==> src/pkg/monitor_regs_pkg.sv <==
// Constants for the monitor control and data register bank.
// Assumes an 8-bit register address and 16-bit data from the serial port.
package monitor_regs_pkg;
  localparam int          ADDR_W        = 8;
  localparam int          DATA_W        = 16;
  localparam int          CODE_W        = 12;
  localparam int          NUM_RESULT    = 16;
  localparam int          NUM_LIMIT     = 6;
  localparam int          NUM_CODE      = 12;
  localparam int          NUM_OVERRIDE  = 4;
  localparam int          CODES_PER_OVR = 3;
  localparam logic [7:0]  OFS_HI_IRQ_EN = 8'h00;
  localparam logic [7:0]  OFS_LO_IRQ_EN = 8'h01;
  localparam logic [7:0]  OFS_CONV_LOW  = 8'h02;
  localparam logic [7:0]  OFS_CONV_HIGH = 8'h03;
  localparam logic [7:0]  OFS_CONV_TEMP = 8'h04;
  localparam logic [7:0]  OFS_TRIGGER   = 8'h05;
  localparam logic [7:0]  OFS_REF_SEL   = 8'h06;
  localparam logic [3:0]  PAGE_RESULT   = 4'h2;
  localparam logic [3:0]  PAGE_UPPER    = 4'h3;
  localparam logic [3:0]  PAGE_LOWER    = 4'h4;
  localparam logic [3:0]  PAGE_CODE     = 4'h5;
  localparam logic [5:0]  IRQ_EN_RST    = 6'h00;
  localparam logic [7:0]  CONV_EN_RST   = 8'h00;
  localparam logic [2:0]  REF_SEL_RST   = 3'h7;
  localparam int          REF_ADC_BIT   = 2;
  localparam int          REF_DAC_BIT   = 1;
  localparam logic [11:0] RESULT_RST    = 12'h000;
  localparam logic [11:0] UPPER_RST     = 12'hFFF;
  localparam logic [11:0] LOWER_RST     = 12'h000;
  localparam logic [11:0] CODE_RST      = 12'h000;
endpackage

==> src/core/monitor_control_data_regs.sv <==
// Control and data register bank of the analog monitor and controller.
// Assumes a serial-bus front end giving one-cycle read and write strobes.
`timescale 1ns/1ps
module monitor_control_data_regs (
  input  wire logic                clock,
  input  wire logic                sys_rst,
  input  wire logic                reg_wr,
  input  wire logic                reg_rd,
  input  wire logic [7:0]          reg_addr,
  input  wire logic [15:0]         reg_wdata,
  output logic      [15:0]         reg_rdata,
  input  wire logic                continuous_run,
  input  wire logic                register_lock,
  input  wire logic                res_wr,
  input  wire logic [3:0]          res_ch,
  input  wire logic [11:0]         res_data,
  input  wire logic [5:0]          high_flag,
  input  wire logic [5:0]          low_flag,
  input  wire logic [3:0]          output_override,
  output logic      [5:0]          high_limit_irq_enable,
  output logic      [5:0]          low_limit_irq_enable,
  output logic      [7:0]          conv_enable_low_channels,
  output logic      [7:0]          conv_enable_high_channels,
  output logic                     temperature_channel_enable,
  output logic                     one_pass_request,
  output logic                     conversion_running,
  output logic                     converter_in_ref_external,
  output logic                     converter_out_ref_select,
  output logic                     ref_reserved_bit,
  output logic [5:0][11:0]         window_upper_threshold,
  output logic [5:0][11:0]         window_lower_threshold,
  output logic [11:0][11:0]        analog_output_voltage,
  output logic [11:0]              code_update,
  output logic [11:0][11:0]        analog_output_pin,
  output logic                     interrupt_line_one,
  output logic                     interrupt_line_two
);

  logic [11:0] result_r [16];
  logic [15:0] rdata_nxt;
  logic [3:0]  page;
  logic [3:0]  idx;
  logic        wr_ctl;
  logic        irq_nxt;

  assign page    = reg_addr[7:4];
  assign idx     = reg_addr[3:0];
  assign wr_ctl  = reg_wr && !register_lock;
  assign irq_nxt = |(high_flag & high_limit_irq_enable)
                 | |(low_flag & low_limit_irq_enable);

  // Interrupt enables
  always_ff @(posedge clock or posedge sys_rst) begin
    if (sys_rst) begin
      high_limit_irq_enable <= monitor_regs_pkg::IRQ_EN_RST;
      low_limit_irq_enable  <= monitor_regs_pkg::IRQ_EN_RST;
    end else if (wr_ctl) begin
      if (reg_addr == monitor_regs_pkg::OFS_HI_IRQ_EN) begin
        high_limit_irq_enable <= reg_wdata[5:0];
      end
      if (reg_addr == monitor_regs_pkg::OFS_LO_IRQ_EN) begin
        low_limit_irq_enable <= reg_wdata[5:0];
      end
    end
  end

  // Conversion enables
  always_ff @(posedge clock or posedge sys_rst) begin
    if (sys_rst) begin
      conv_enable_low_channels   <= monitor_regs_pkg::CONV_EN_RST;
      conv_enable_high_channels  <= monitor_regs_pkg::CONV_EN_RST;
      temperature_channel_enable <= 1'b0;
    end else if (wr_ctl) begin
      if (reg_addr == monitor_regs_pkg::OFS_CONV_LOW) begin
        conv_enable_low_channels <= reg_wdata[7:0];
      end
      if (reg_addr == monitor_regs_pkg::OFS_CONV_HIGH) begin
        conv_enable_high_channels <= reg_wdata[7:0];
      end
      if (reg_addr == monitor_regs_pkg::OFS_CONV_TEMP) begin
        temperature_channel_enable <= reg_wdata[0];
      end
    end
  end

  // Reference selection
  always_ff @(posedge clock or posedge sys_rst) begin
    if (sys_rst) begin
      converter_in_ref_external <= monitor_regs_pkg::REF_SEL_RST[2];
      converter_out_ref_select  <= monitor_regs_pkg::REF_SEL_RST[1];
      ref_reserved_bit          <= monitor_regs_pkg::REF_SEL_RST[0];
    end else if (wr_ctl && reg_addr == monitor_regs_pkg::OFS_REF_SEL) begin
      converter_in_ref_external <= reg_wdata[monitor_regs_pkg::REF_ADC_BIT];
      converter_out_ref_select  <= reg_wdata[monitor_regs_pkg::REF_DAC_BIT];
      ref_reserved_bit          <= reg_wdata[0];
    end
  end

  // Sequencer start controls
  always_ff @(posedge clock or posedge sys_rst) begin
    if (sys_rst) begin
      one_pass_request   <= 1'b0;
      conversion_running <= 1'b0;
    end else begin
      one_pass_request   <= reg_wr && reg_addr == monitor_regs_pkg::OFS_TRIGGER
                            && !continuous_run && register_lock;
      conversion_running <= continuous_run && register_lock;
    end
  end

  // Conversion results, written only by the sequencer
  generate
    for (genvar r = 0; r < monitor_regs_pkg::NUM_RESULT; r++) begin : g_result
      always_ff @(posedge clock or posedge sys_rst) begin
        if (sys_rst) begin
          result_r[r] <= monitor_regs_pkg::RESULT_RST;
        end else if (res_wr && res_ch == 4'(r)) begin
          result_r[r] <= res_data;
        end
      end
    end
  endgenerate

  // Window thresholds
  generate
    for (genvar l = 0; l < monitor_regs_pkg::NUM_LIMIT; l++) begin : g_limit
      always_ff @(posedge clock or posedge sys_rst) begin
        if (sys_rst) begin
          window_upper_threshold[l] <= monitor_regs_pkg::UPPER_RST;
          window_lower_threshold[l] <= monitor_regs_pkg::LOWER_RST;
        end else if (wr_ctl && idx == 4'(l)) begin
          if (page == monitor_regs_pkg::PAGE_UPPER) begin
            window_upper_threshold[l] <= reg_wdata[11:0];
          end
          if (page == monitor_regs_pkg::PAGE_LOWER) begin
            window_lower_threshold[l] <= reg_wdata[11:0];
          end
        end
      end
    end
  endgenerate

  // Output codes and pin drive
  generate
    for (genvar c = 0; c < monitor_regs_pkg::NUM_CODE; c++) begin : g_code
      logic code_wr;
      assign code_wr = reg_wr && page == monitor_regs_pkg::PAGE_CODE && idx == 4'(c);
      always_ff @(posedge clock or posedge sys_rst) begin
        if (sys_rst) begin
          analog_output_voltage[c] <= monitor_regs_pkg::CODE_RST;
          code_update[c]           <= 1'b0;
        end else begin
          code_update[c] <= code_wr;
          if (code_wr) begin
            analog_output_voltage[c] <= reg_wdata[11:0];
          end
        end
      end
      always_ff @(posedge clock or posedge sys_rst) begin
        if (sys_rst) begin
          analog_output_pin[c] <= monitor_regs_pkg::CODE_RST;
        end else if (!output_override[c / monitor_regs_pkg::CODES_PER_OVR]) begin
          analog_output_pin[c] <= analog_output_voltage[c];
        end
      end
    end
  endgenerate

  // Interrupt outputs
  always_ff @(posedge clock or posedge sys_rst) begin
    if (sys_rst) begin
      interrupt_line_one <= 1'b0;
      interrupt_line_two <= 1'b0;
    end else begin
      interrupt_line_one <= irq_nxt;
      interrupt_line_two <= irq_nxt;
    end
  end

  // Read decode; reads touch no sequencer state
  always_comb begin
    rdata_nxt = 16'h0000;
    unique case (page)
      4'h0: begin
        unique case (reg_addr)
          monitor_regs_pkg::OFS_HI_IRQ_EN: rdata_nxt[5:0] = high_limit_irq_enable;
          monitor_regs_pkg::OFS_LO_IRQ_EN: rdata_nxt[5:0] = low_limit_irq_enable;
          monitor_regs_pkg::OFS_CONV_LOW:  rdata_nxt[7:0] = conv_enable_low_channels;
          monitor_regs_pkg::OFS_CONV_HIGH: rdata_nxt[7:0] = conv_enable_high_channels;
          monitor_regs_pkg::OFS_CONV_TEMP: rdata_nxt[0]   = temperature_channel_enable;
          monitor_regs_pkg::OFS_REF_SEL:   rdata_nxt[2:0] = {converter_in_ref_external,
                                                   converter_out_ref_select,
                                                   ref_reserved_bit};
          default:                         rdata_nxt = 16'h0000;
        endcase
      end
      monitor_regs_pkg::PAGE_RESULT: rdata_nxt[11:0] = result_r[idx];
      monitor_regs_pkg::PAGE_UPPER: begin
        if (idx < 4'h6) begin
          rdata_nxt[11:0] = window_upper_threshold[idx[2:0]];
        end
      end
      monitor_regs_pkg::PAGE_LOWER: begin
        if (idx < 4'h6) begin
          rdata_nxt[11:0] = window_lower_threshold[idx[2:0]];
        end
      end
      monitor_regs_pkg::PAGE_CODE: begin
        if (idx < 4'hC) begin
          rdata_nxt[11:0] = analog_output_voltage[idx];
        end
      end
      default: rdata_nxt = 16'h0000;
    endcase
  end

  always_ff @(posedge clock or posedge sys_rst) begin
    if (sys_rst) begin
      reg_rdata <= 16'h0000;
    end else if (reg_rd) begin
      reg_rdata <= rdata_nxt;
    end
  end
endmodule // monitor_control_data_regs

==> config.mk <==
export PLATFORM = sky130hd
export DESIGN_NAME = monitor_control_data_regs
export DESIGN_NICKNAME = d
export VERILOG_FILES = /design/src/pkg/monitor_regs_pkg.sv /design/src/core/monitor_control_data_regs.sv
export SDC_FILE = /design/constraint.sdc
export NUM_CORES = 1
export LEC_CHECK = 0
export BUFFER_PORTS_ARGS = -buffer_cell sky130_fd_sc_hd__buf_2
export CAP_MARGIN = 20
export CORE_MARGIN = 2
export CORE_UTILIZATION = 56
export CTS_CLUSTER_SIZE = 8
export DETAILED_ROUTE_END_ITERATION = 7
export PLACE_DENSITY_LB_ADDON = 0.05
export SKIP_LAST_GASP = 1
export SLEW_MARGIN = 10
export SYNTH_ARGS = -nofsm -noshare
export SYNTH_HDL_FRONTEND = slang
export SYNTH_SLANG_ARGS = --single-unit
==> constraint.sdc <==
create_clock -name clock -period 32.3 [get_ports clock]
set_input_delay 4.845 -clock clock [delete_from_list [all_inputs] [get_ports clock]]
set_output_delay 4.845 -clock clock [all_outputs]
set_load 0.01 [all_outputs]
==> metrics.log <==
INFO  metric run_status = finished clean
INFO  metric grt_usage = 0.344
INFO  metric firstDrtPassIters = 6
INFO  metric leakage = about 18 nW
INFO  metric estimated_wirelength_of_the_detail_placed_design = roughly 67 mm
INFO  metric synth-compound-area-share = 0.0346
INFO  metric max_cap_violations = 0
INFO  metric worst_ir_drop_vdd = between 0.03 and 0.04 mV
INFO  metric synth_area_per_cell = approximately 15 um^2
INFO  metric wirelength = a little under 100 mm
INFO  metric root_buf_cell = clkbuf_16
INFO  metric die_y = 236 um
INFO  metric main_combinational_cell_family_by_area_after_synthesis = multiplexers
INFO  metric yosysWarningCount = 0
INFO  metric synth_fa_ha_area_frac = 0
INFO  metric grt_first_pass_wirelength = 141 mm
INFO  metric row_count = 85
INFO  metric post_route_cells_drive_above_1_share = 0.586
INFO  metric start_util = 0.564
INFO  metric filler_cell_count = between 3000 and 4000
INFO  metric grt_pass1_vias = about 20000
INFO  metric globalplace.congestion = approximately 0.88
INFO  metric yosys.area.top_type = dfrtp_1
INFO  metric post_drt_via_cell_ratio = 6.21
INFO  metric post_synth_inst_count = 2036
INFO  metric clock_insertion_delay_worst_skew = approximately 0.64 ns
INFO  metric core_region_area = between 0.05 and 0.06 mm^2
INFO  metric hold_class = reg2reg
INFO  metric synth_cell_type_count = 65
INFO  metric pin_count_of_the_biggest_net_entering_global_routing = about 170
INFO  metric maximum_buffer_depth_of_the_clock_tree = 3
INFO  metric initial_antenna_violation_count = 4
INFO  metric design_area = about 0.036 mm^2
INFO  metric timing.critical_path.to_type = flip-flop
INFO  metric dr_total_vias = 20300
INFO  metric setup_viol_count_final = 0
INFO  metric synth_top_cells_by_area = dfrtp_1 (50%), mux2_2 (24%), dfstp_2 (6.5%), mux4_2 (6.4%), mux2i_1 (1.9%)
INFO  metric critical_path_peak_fanout = 67
INFO  metric synth_simple_gate_area_frac = 0.0363
INFO  metric syn2layout_area_growth = 19.0%
INFO  metric clk_slew_on_worst_s_h_paths = around 0.050 ns
INFO  metric area_of_the_mapped_netlist = 0.0302 mm^2
INFO  metric numCtsBuffers = 95
INFO  metric ant_nets_after_route = 0
INFO  metric synth_sequential_area_ratio = 0.569
INFO  metric arrival = 8.35 ns
INFO  metric finalWorstPathRequiredPeriod = a little under 8 ns
INFO  metric placed_area = 0.0332 mm^2
INFO  metric cts_repair_resize_count = 0
INFO  metric route.detailed.wl_per_inst = between 20 and 30 um
INFO  metric cts.sinks = between 600 and 700
INFO  metric multi_input_area = 0.0122 mm^2
INFO  metric max_clock_freq = ~0.13 GHz
INFO  metric period_share = 0.242
INFO  metric timing.critical_path.required = around 33 ns
INFO  metric critical_path_source_type = input pin
INFO  metric power-per-cell-area = approximately 60 mW/mm^2
INFO  metric async_reset_ff_frac = 1.00
INFO  metric timing_max_transition_violations_final = 0
INFO  metric globalRoute.totalOverflow = 0
INFO  metric initialDrtViolationCount = roughly 1500
INFO  metric mux_cell_area_share_after_synthesis = 0.330
INFO  metric synth_flop_cell = dfrtp_1
INFO  metric finalSetupTns = 0 ns
INFO  metric type_of_the_setup_path_with_the_least_slack = in2reg
INFO  metric postSynthRegisterBits = 683
INFO  metric layout.nets = ~2600
INFO  metric die-area = about 0.056 mm^2
INFO  metric post-cts-setup-buffers = 0
INFO  metric hold_viol_final = 0
INFO  metric cts_tree = yes
INFO  metric drc_errors = 0
INFO  metric post-synth-top-count-cell = mux2_2
INFO  metric synthTopCellsByCount = mux2_2 (647), dfrtp_1 (608), clkbuf_1 (93)
INFO  metric max-slew-margin-rel = 0.279
INFO  metric dieWidth = roughly 240 um
INFO  metric worst_slew_pin_slew = 1.08 ns
INFO  metric pin_count = roughly 560
INFO  metric io_buffer_count = 550
INFO  metric synth_top_cell_area_share = 0.503
INFO  metric post_cts_hold_buffer_count = 0
INFO  metric synth_xor_xnor_area_share = 0
INFO  metric register_area = between 0.015 and 0.02 mm^2
INFO  metric ctsHtreeMaxLevel = 3
INFO  metric final.setup_skew = 0.0193 ns
INFO  metric setup_repair_after_global_routing_missed_its_margin = false
INFO  metric synth-edff-count = 0
stage by stage:
step	setup slack, ns	hold WS (ns)	power (mW)	utilization	std cells
2_1_floorplan	8.43	0.470	1.16	-	2039
3_3_place_gp	23.84	0.480	1.24	0.620	3131
3_5_place_dp	23.73	0.487	1.25	0.620	3131
4_1_cts	24.40	0.498	2.16	0.670	3270
5_1_grt	24.25	0.509	2.22	0.671	3272
6_report	24.50	0.495	2.14	0.671	3276
path summary, 6_finish.rpt:
| kind | startpoint | to | slack [ns] | depth (start not counted) |
|---|---|---|---|---|
| max reg2reg | analog_output_voltage[24] | reg_rdata[0] | 30.02 | 5 |
| max | reg_addr[1] | window_upper_threshold[39] | 24.50 | 6 |
| min reg2reg | analog_output_pin[10] | analog_output_pin[10] | 0.50 | 1 |
| max in group asynchronous | sys_rst | analog_output_pin[8] | 24.82 | 6 |
| min in group asynchronous | sys_rst | result_r[165] | 4.40 | 2 |
| min | analog_output_pin[10] | analog_output_pin[10] | 0.50 | 1 |
power breakdown:
| group | total [mW] | internal, mW | leakage, nW | switching [mW] |
|---|---|---|---|---|
| clock | 0.902 | 0.550 | 1.28 | 0.353 |
| sequential | 0.991 | 0.941 | 8.88 | 0.0507 |
| combinational | 0.249 | 0.124 | 8.25 | 0.125 |
| total | 2.14 | 1.61 | 18.4 | 0.529 |
final cells by class:
type,instances,share of cell area
Timing Repair Buffer,567,0.0820
Clock buffer,135,0.0726
Inverter,37,0.00407
Tap cell,696,0.0242
Clock inverter,4,0.000939
Antenna cell,4,0.000278
Multi-Input combinational cell,1150,0.338
Sequential cell,683,0.478
registers in the layout, indices dropped and copies added, names as in the netlist, 12 cells and up:
| register | count |
|---|---|
| analog_output_pin | 144 |
| analog_output_voltage | 144 |
| code_update | 12 |
| reg_rdata | 12 |
| result_r | 192 |
| window_lower_threshold | 72 |
| window_upper_threshold | 72 |
cell usage in the layout (no fill, tap or decap), types with 5 or more instances in the layout:
cell       synthesis  layout
mux2_2           647     647
dfrtp_1          608     608
buf_2             40     547
clkbuf_16          0      99
mux4_2            86      86
nand2_1           78      78
dfstp_2           75      75
mux2i_1           58      58
clkbuf_1          93      36
inv_1             35      34
o22ai_1           34      34
nand2b_1          22      22
nor2_1            27      18
o221ai_1          16      16
buf_4             22      15
o21ai_0           13      13
o31a_1            11      11
or4_1             10      10
nor2b_1           10       9
nor2_2             0       9
mux2_4             8       8
nand3_1            7       7
o2bb2ai_1          7       7
and2_1             6       6
a2bb2oi_1          6       6
or3_1              5       5
nand4_1            5       5
nor3b_1            5       5
a21oi_1            5       5
a221o_1            5       5
a211oi_1           5       5
o311ai_0           5       5
layer usage:
metal  wire (um)  share of wire  GRT usage  up-vias
met4        4530          0.047      0.160        4
met5          18        0.00019          0        -
met1       38900           0.40      0.454    10800
met2       47500           0.49      0.563      829
li1            -              -          -     8466
met3        5550          0.057     0.0550      190
cell families (layout without fill, tap and decap cells):
logic type,count (synthesis),after routing
and+or+nand+nor,207,207
DFF,683,683
buffers and inverters,206,743
AOI/OAI and AO/OA,138,138
muxes,801,801
other,1,8
critical path, cell delays in order:
cell	delay [ns]
buf_6	0.59
buf_4	0.73
or2b_1	0.48
nor3_1	0.41
nand2_1	0.67
mux2_2	0.52
No activity file was read; power rests on OpenSTA's default activity.
